$ cat config.mk
export PLATFORM = sky130hd
export DESIGN_NAME = dmba_top
export DESIGN_NICKNAME = d
export VERILOG_FILES = /design/src/verilog/dmba_pkg.sv /design/src/verilog/dmba_dec_if.sv /design/src/verilog/dmba_decode.sv /design/src/verilog/dmba_top.sv
export VERILOG_INCLUDE_DIRS = /design/src /design/src/verilog
export SDC_FILE = /design/constraint.sdc
export NUM_CORES = 2
export LEC_CHECK = 0
export BUFFER_PORTS_ARGS = -buffer_cell sky130_fd_sc_hd__buf_2
export CORE_ASPECT_RATIO = 1.4
export CORE_MARGIN = 10
export CORE_UTILIZATION = 45
export DETAILED_ROUTE_END_ITERATION = 10
export GPL_TIMING_DRIVEN = 1
export SYNTH_ARGS = -nofsm -noshare
export SYNTH_HDL_FRONTEND = slang
export SYNTH_HIERARCHICAL = 1
export SYNTH_MEMORY_MAX_BITS = 65536
export SYNTH_SLANG_ARGS = --single-unit
$ cat constraint.sdc
create_clock -name clock -period 18.9 [get_ports clock]
set_input_delay 2.835 -clock clock [delete_from_list [all_inputs] [get_ports clock]]
set_output_delay 2.835 -clock clock [all_outputs]
set_load 0.01 [all_outputs]
$ cat src/verilog/dmba_defs.svh
// Address map, bank numbers and fixed values of the data memory bank addressing block
`ifndef DMBA_DEFS_SVH
`define DMBA_DEFS_SVH
`define DMBA_ADDR_W       12
`define DMBA_BANK_W       4
`define DMBA_OFS_W        8
`define DMBA_NIB_W        4
`define DMBA_SBS_W        2
`define DMBA_RAM_WORDS    1024
`define DMBA_RAM_AW       10
`define DMBA_RAM_FIRST    12'h000
`define DMBA_RAM_LAST     12'h3FF
`define DMBA_PER_FIRST    12'hF80
`define DMBA_PER_LAST     12'hFFF
`define DMBA_BANK_ZERO    4'h0
`define DMBA_BANK_ONE     4'h1
`define DMBA_BANK_TWO     4'h2
`define DMBA_BANK_THREE   4'h3
`define DMBA_BANK_PERIPH  4'hF
`define DMBA_OFS_MSB      7
`define DMBA_SBS_PAD      2'h0
`define DMBA_UNDEF_RDATA  4'h0
`define DMBA_SAVE_DEPTH   8
`define DMBA_SAVE_PW      3
`define DMBA_PTR_ONE      3'h1
`endif

$ cat src/verilog/dmba_pkg.sv
// Types shared by the data memory bank addressing modules
package dmba_pkg;
    typedef enum logic [2:0] {
        DMBA_MODE_DIRECT,
        DMBA_MODE_HL,
        DMBA_MODE_PAIR_TWO,
        DMBA_MODE_PAIR_THREE,
        DMBA_MODE_STACK
    } dmba_mode_t;
endpackage

$ cat src/verilog/dmba_dec_if.sv
// Carrier between the address builder and the region decoder
`include "dmba_defs.svh"
interface dmba_dec_if;
    logic [`DMBA_ADDR_W-1:0] addr;
    logic                    ram_sel;
    logic                    per_sel;
    modport gen (output addr, input ram_sel, input per_sel);
    modport dec (input addr, output ram_sel, output per_sel);
endinterface

$ cat src/verilog/dmba_decode.sv
// Region decoder: static RAM, peripheral area, or nothing
`include "dmba_defs.svh"
module dmba_decode (
    dmba_dec_if.dec dec
);
    // Addresses 400H..F7FH fall through with neither select
    assign dec.ram_sel = (dec.addr <= `DMBA_RAM_LAST);
    assign dec.per_sel = (dec.addr >= `DMBA_PER_FIRST);
endmodule

$ cat src/verilog/dmba_top.sv
// Data memory bank addressing: bank logic, address build, RAM and peripheral steering
`include "dmba_defs.svh"
module dmba_top (
    input  wire logic                    clock,
    input  wire logic                    rst_n,
    input  wire logic                    flag_set,
    input  wire logic                    flag_clr,
    input  wire logic                    bank_sel_wr,
    input  wire logic [`DMBA_BANK_W-1:0] bank_sel_wdata,
    input  wire logic                    ctx_enter,
    input  wire logic                    ctx_return,
    input  wire logic                    req_valid,
    input  wire logic                    req_write,
    input  wire dmba_pkg::dmba_mode_t    req_mode,
    input  wire logic [`DMBA_OFS_W-1:0]  direct_offset,
    input  wire logic [`DMBA_OFS_W-1:0]  high_low_pair,
    input  wire logic [`DMBA_OFS_W-1:0]  pointer_pair_two,
    input  wire logic [`DMBA_OFS_W-1:0]  pointer_pair_three,
    input  wire logic [`DMBA_OFS_W-1:0]  stack_pointer,
    input  wire logic [`DMBA_SBS_W-1:0]  stack_bank_select,
    input  wire logic [`DMBA_NIB_W-1:0]  req_wdata,
    input  wire logic [`DMBA_NIB_W-1:0]  periph_rdata,
    output logic                         bank_enable_flag,
    output logic [`DMBA_BANK_W-1:0]      bank_select_reg,
    output logic [`DMBA_ADDR_W-1:0]      mem_addr,
    output logic                         ram_sel,
    output logic                         periph_sel,
    output logic                         periph_rd,
    output logic                         periph_wr,
    output logic [`DMBA_NIB_W-1:0]       periph_wdata,
    output logic                         rd_valid,
    output logic [`DMBA_NIB_W-1:0]       rd_data
);
    logic                       flag_reg;
    logic                       flag_next;
    logic [`DMBA_BANK_W-1:0]    bank_sel_reg;
    logic [`DMBA_BANK_W-1:0]    bank_sel_next;
    logic [`DMBA_SAVE_PW-1:0]   save_ptr_reg;
    logic [`DMBA_SAVE_PW-1:0]   save_ptr_pop;
    logic                       save_mem_reg [`DMBA_SAVE_DEPTH];
    logic [`DMBA_NIB_W-1:0]     ram_mem [`DMBA_RAM_WORDS];
    logic [`DMBA_ADDR_W-1:0]    addr_reg;
    logic                       ram_sel_reg;
    logic                       per_sel_reg;
    logic                       s1_valid_reg;
    logic                       s1_write_reg;
    logic [`DMBA_NIB_W-1:0]     wdata_reg;
    logic                       rd_valid_reg;
    logic [`DMBA_NIB_W-1:0]     rd_data_reg;
    logic [`DMBA_NIB_W-1:0]     rd_data_next;
    logic                       bank_sel_legal;
    logic                       is_direct;
    logic                       is_hl;
    logic                       is_pair;
    logic                       is_stack;
    logic [`DMBA_BANK_W-1:0]    bank_direct;
    logic [`DMBA_BANK_W-1:0]    bank_hl;
    logic [`DMBA_BANK_W-1:0]    bank_stack;
    logic [`DMBA_BANK_W-1:0]    active_bank;
    logic [`DMBA_OFS_W-1:0]     offset_sel;
    logic [`DMBA_RAM_AW-1:0]    ram_index;
    logic                       s1_rd;
    logic                       req_ok;
    logic                       periph_rd_reg;
    logic                       periph_wr_reg;
    logic [`DMBA_BANK_W-1:0]    addr_bank;

    dmba_dec_if dec_bus ();

    dmba_decode u_decode (
        .dec (dec_bus)
    );

    // Bank select write: illegal values leave the register unchanged
    assign bank_sel_legal = (bank_sel_wdata == `DMBA_BANK_ZERO) ||
                            (bank_sel_wdata == `DMBA_BANK_ONE) ||
                            (bank_sel_wdata == `DMBA_BANK_TWO) ||
                            (bank_sel_wdata == `DMBA_BANK_THREE) ||
                            (bank_sel_wdata == `DMBA_BANK_PERIPH);
    assign bank_sel_next  = (bank_sel_wr && bank_sel_legal) ? bank_sel_wdata : bank_sel_reg;

    // Return restores the saved flag and wins over set or clear in the same cycle
    assign save_ptr_pop = save_ptr_reg - `DMBA_PTR_ONE;
    assign flag_next = ctx_return ? save_mem_reg[save_ptr_pop] :
                       flag_set   ? 1'b1 :
                       flag_clr   ? 1'b0 : flag_reg;

    always_ff @(posedge clock) begin
        if (!rst_n) begin
            flag_reg     <= 1'b0;
            bank_sel_reg <= `DMBA_BANK_ZERO;
        end else begin
            flag_reg     <= flag_next;
            bank_sel_reg <= bank_sel_next;
        end
    end

    // Save stack of flag values; nesting deeper than the depth wraps and loses the oldest
    always_ff @(posedge clock) begin
        if (!rst_n) begin
            save_ptr_reg <= '0;
        end else if (ctx_enter && !ctx_return) begin
            save_ptr_reg <= save_ptr_reg + `DMBA_PTR_ONE;
        end else if (ctx_return && !ctx_enter) begin
            save_ptr_reg <= save_ptr_pop;
        end
    end

    generate
        for (genvar i = 0; i < `DMBA_SAVE_DEPTH; i++) begin : g_save
            always_ff @(posedge clock) begin
                if (!rst_n) begin
                    save_mem_reg[i] <= 1'b0;
                end else if (ctx_enter && !ctx_return && (int'(save_ptr_reg) == i)) begin
                    save_mem_reg[i] <= flag_reg;
                end
            end
        end
    endgenerate

    // Bank choice per addressing mode
    assign is_direct   = (req_mode == dmba_pkg::DMBA_MODE_DIRECT);
    assign is_hl       = (req_mode == dmba_pkg::DMBA_MODE_HL);
    assign is_pair     = (req_mode == dmba_pkg::DMBA_MODE_PAIR_TWO) ||
                         (req_mode == dmba_pkg::DMBA_MODE_PAIR_THREE);
    assign is_stack    = (req_mode == dmba_pkg::DMBA_MODE_STACK);
    assign bank_direct = flag_reg ? bank_sel_reg :
                         (direct_offset[`DMBA_OFS_MSB] ? `DMBA_BANK_PERIPH : `DMBA_BANK_ZERO);
    assign bank_hl     = {`DMBA_BANK_W{flag_reg}} & bank_sel_reg;
    assign bank_stack  = {`DMBA_SBS_PAD, stack_bank_select};
    assign active_bank = is_direct ? bank_direct :
                         is_hl     ? bank_hl :
                         is_stack  ? bank_stack : `DMBA_BANK_ZERO;
    assign offset_sel  = is_direct ? direct_offset :
                         is_hl     ? high_low_pair :
                         is_stack  ? stack_pointer :
                         (req_mode == dmba_pkg::DMBA_MODE_PAIR_THREE) ? pointer_pair_three : pointer_pair_two;
    assign dec_bus.addr = {active_bank, offset_sel};

    // Stage 1: address and selects registered; an illegal mode code is dropped
    assign req_ok = req_valid && (is_direct || is_hl || is_pair || is_stack);

    // Strobes come off their own flops so the pins never glitch on decode
    always_ff @(posedge clock) begin
        if (!rst_n) begin
            s1_valid_reg  <= 1'b0;
            s1_write_reg  <= 1'b0;
            addr_reg      <= `DMBA_RAM_FIRST;
            ram_sel_reg   <= 1'b0;
            per_sel_reg   <= 1'b0;
            wdata_reg     <= '0;
            periph_rd_reg <= 1'b0;
            periph_wr_reg <= 1'b0;
        end else begin
            s1_valid_reg  <= req_ok;
            periph_rd_reg <= req_ok && !req_write && dec_bus.per_sel;
            periph_wr_reg <= req_ok && req_write && dec_bus.per_sel;
            s1_write_reg <= req_write;
            addr_reg     <= dec_bus.addr;
            ram_sel_reg  <= dec_bus.ram_sel;
            per_sel_reg  <= dec_bus.per_sel;
            wdata_reg    <= req_wdata;
        end
    end

    // Stage 2: RAM write or read; writes to the hole reach nothing
    assign ram_index    = addr_reg[`DMBA_RAM_AW-1:0];
    assign s1_rd        = s1_valid_reg && !s1_write_reg;
    assign rd_data_next = ram_sel_reg ? ram_mem[ram_index] :
                          per_sel_reg ? periph_rdata : `DMBA_UNDEF_RDATA;

    always_ff @(posedge clock) begin
        if (s1_valid_reg && s1_write_reg && ram_sel_reg) begin
            ram_mem[ram_index] <= wdata_reg;
        end
    end

    always_ff @(posedge clock) begin
        if (!rst_n) begin
            rd_valid_reg <= 1'b0;
            rd_data_reg  <= '0;
        end else begin
            rd_valid_reg <= s1_rd;
            rd_data_reg  <= s1_rd ? rd_data_next : rd_data_reg;
        end
    end

    assign bank_enable_flag = flag_reg;
    assign bank_select_reg  = bank_sel_reg;
    assign mem_addr         = addr_reg;
    assign ram_sel          = ram_sel_reg;
    assign periph_sel       = per_sel_reg;
    assign periph_rd        = periph_rd_reg;
    assign periph_wr        = periph_wr_reg;
    assign addr_bank        = addr_reg[`DMBA_ADDR_W-1:`DMBA_OFS_W];
    assign periph_wdata     = wdata_reg;
    assign rd_valid         = rd_valid_reg;
    assign rd_data          = rd_data_reg;
endmodule
==> summary.md <==
| Metric | Value |
|---|---|
| Status | `finished clean` |
| Unique masters post-synth | `51` |
| Sw Ratio | `0.218` |
| Most common cell after layout, fill and taps aside | `edfxtp_1` |
| VDD IR max | `0.0000798 V` |
| Post-DP Area | `169,000 µm²` |
| Synth Area in Compound Gates | `0.0432` |
| Routed WL | `473,000 µm` |
| Fin Hold WS | `0.543 ns` |
| FF-to-FF setup slack | `12.22 ns` |
| Setup violations, final | `0` |
| PD cells | `104 nW/µm²` |
| XOR/XNOR Fraction of Synth Area | `0.000161` |
| Max FFs per register | `4,096` |
| Max Clock Skew | `0.0440 ns` |
| Post-synthesis mux area share | `0.129` |
| Die area | `387,000 µm²` |
| Vias/cell | `6.02` |
| CP endpoint | `rd_data[3]$_SDFFE_PN0P_` |
| Crit path from | `mem_addr[1]$_SDFF_PN0_` |
| Post-Synthesis Cells | `9,786` |
| Die Ht | `733 µm` |
| Tot Pwr | `18.9 mW` |
| Min Tclk post-route | `6.68 ns` |
| Net Sw Power | `4.11 mW` |
| Number of global-route vias before repair | `90,928` |
| H-tree Lvls | `5` |
| Power share of the combinational group | `0.059` |
| Starting Density | `0.452` |
| EDFF count, synth | `4,103` |
| Wire length per cell | `31.9 µm` |
| Layout cell share with drive strength beyond 1 | `0.0928` |
| Part of the power in the clock network | `0.406` |
| Hold/Removal Path Class | `register to register` |
| CP endpoint kind | `register` |
| RR Endpoint | `rd_data[3]$_SDFFE_PN0P_` |
| Hold bufs inserted after CTS | `0` |
| Fin crit share | `0.353` |
| GRT Total Usage | `0.235` |
| Fill cells | `29,625` |
| Syn Std Cell Area | `163,000 µm²` |
| Largest family of logic cells by synthesized area | `multiplexers` |
| Global-route wire length before repair | `662,000 µm` |
| Hold wc startpoint | `save_mem_reg[4]$_DFF_P_` |
| Number of hold violations in the final report | `0` |
| Die Span X | `529 µm` |
| First-pass DRT Iterations | `6` |
| Post-Syn Area per Cell | `16.7 µm²` |
| Post-CTS setup repair buffer count | `0` |
| Maxcap violations | `0` |
| Site row count | `261` |
| Multi-input gate area | `36,300 µm²` |
| Sink Count | `4,139` |
| Clk slew on worst S/H paths | `0.06 ns` |
| Cell leakage power | `58.1 nW` |
| DP HPWL | `278,000 µm` |
| Critical Path RT | `19.66 ns` |
| WP data arrival | `7.44 ns` |
| Headroom to the max-slew limit | `0.0823` |
| RR Startpoint | `mem_addr[1]$_SDFF_PN0_` |
| Yosys warnings | `6` |
| Unrepaired setup endpoints after global routing | `no` |
| Port Buffer Count | `95` |
| #FFs+latches synth | `4,139` |
| Post-DRT Antenna Nets | `0` |
| Max Freq | `150 MHz` |
| Top FF cell, synth | `edfxtp_1` |
| FF/Latch Area | `124,000 µm²` |
| Final instance area | `181,000 µm²` |
| Slew Limit Fails | `0` |
| Int Power | `14.8 mW` |
| Fin nets | `9,877` |
| Gpl congestion | `0.835` |
| Root Driver | `clkbuf_16` |
| PostCTS Resize Cnt | `0` |
| Inserted Clock Buffers | `377` |
| Most frequent cells in the layout | `edfxtp_1 (4,103), mux2i_1 (2,061), nor2_1 (1,187)` |
| Crit path max fanout | `90` |
| CTS Buffer Depth | `4` |
| I/O pin count | `96` |
| Setup TNS | `0 ns` |
| Register area share after synthesis | `0.759` |
| Synth Area in Simple Gates | `0.0466` |
| Gr ovfl total | `0` |
| CTS tree | `yes` |
| Vias | `89,310` |
| Core ar. | `361,000 µm²` |
| Worst setup SP type | `register` |
| Synth Area in Adders | `0.000613` |
| Sequential power share | `0.535` |
| Clk Latency, worst-skew pair | `0.92 ns` |
| WS Path Type | `register to register` |
| Synthesis-to-layout area growth | `10.8%` |
| Actual slew at the worst max-slew pin | `1.36 ns` |
| Post-synth ARST share | `0` |
| DRT iter0 DRCs | `9,687` |
| R2R cell count | `11` |
| Initial antenna violation count | `28` |
| Pin count of the biggest net entering global routing | `193` |
| Syn nets | `9,860` |
| Residual DRC | `0` |
final cells by class:
type	instances	area share
clock buffers	460	0.0549
clock inverters	219	0.0124
well taps	4734	0.0328
inverters	5	0.000104
flip-flops and latches	4139	0.686
repair buffers	324	0.0131
diodes	5	0.0000692
multi-input cells	4956	0.201
synthesized netlist by cell type, drive strengths merged, types with 6 or more instances:
library cell  number  area share
a21oi             16     0.00049
o22ai            937       0.036
clkbuf           255      0.0059
nor3              83      0.0025
o22a               7     0.00038
and2              34      0.0013
a31oi             13     0.00050
ha                 8     0.00061
dfxtp             36      0.0044
mux2i           2061        0.13
o31ai              7     0.00032
nand4             16     0.00065
nand4bb            6     0.00041
o2111ai           28      0.0015
and3               8     0.00031
or4               24      0.0011
nor4             163      0.0064
nand2            128      0.0029
nor2            1188       0.027
o21ai             78      0.0024
buf              431       0.015
nor2b             13     0.00050
edfxtp          4103        0.76
nand3             70      0.0021
mux4              15      0.0021
power groups by stage:
stage | registers [mW] | clock network [mW] | logic [mW]
4_1_cts | 10.1 | 7.74 | 1.12
3_5_place_dp | 10.3 | 0 | 1.11
2_1_floorplan | 10.5 | 0 | 0.641
6_report | 10.1 | 7.66 | 1.12
5_1_grt | 10.1 | 8.09 | 1.16
3_3_place_gp | 10.3 | 0 | 1.10
cell families (layout without fill, tap and decap cells):
group	Yosys count	count (layout)
compound gates	1116	1116
xor+xnor	3	3
fa+ha+maj	8	8
buf+inv	691	1008
flops	4139	4139
mux	2077	2077
other cells	0	5
simple gates	1752	1752
per-stage QoR:
stage	std cells	utilization	setup WS [ns]
floorplan	9786	-	3.27
global placement	14156	0.467	12.38
detailed placement	14158	0.467	12.32
CTS	14837	0.500	12.29
global route	14838	0.500	12.26
finish	14842	0.500	12.22
worst max-delay path, cell delays in order, from the launching register on:
cell and delay [ns]:
dfxtp_4 0.73, buf_4 0.73, buf_12 0.55, buf_4 0.68, mux2i_1 0.31, o22ai_1 0.16
nor4_1 0.57, a31oi_1 0.29, nand4_1 0.66, nand4_1 0.61, a211oi_1 0.77, a221oi_2 0.15
worst min path at each step:
stage / endpoint / slack (ns) / cells past startpoint
global route: save_mem_reg[4]$_DFF_P_ / 0.56 / 2
finish: save_mem_reg[4]$_DFF_P_ / 0.54 / 2
detailed placement: save_mem_reg[4]$_DFF_P_ / 0.52 / 2
floorplan: save_mem_reg[4]$_DFF_P_ / 0.48 / 2
global placement: save_mem_reg[4]$_DFF_P_ / 0.52 / 2
CTS: save_mem_reg[4]$_DFF_P_ / 0.54 / 2
metal layers:
metal / GRT usage / wire length [µm] / up-vias
li1: - / - / 38455
met1: 0.285 / 174000 / 46094
met2: 0.414 / 241000 / 3792
met3: 0.0314 / 31700 / 963
met4: 0.108 / 25700 / 6
met5: 0 / 31 / -
Power figures use the tool's default switching activity.
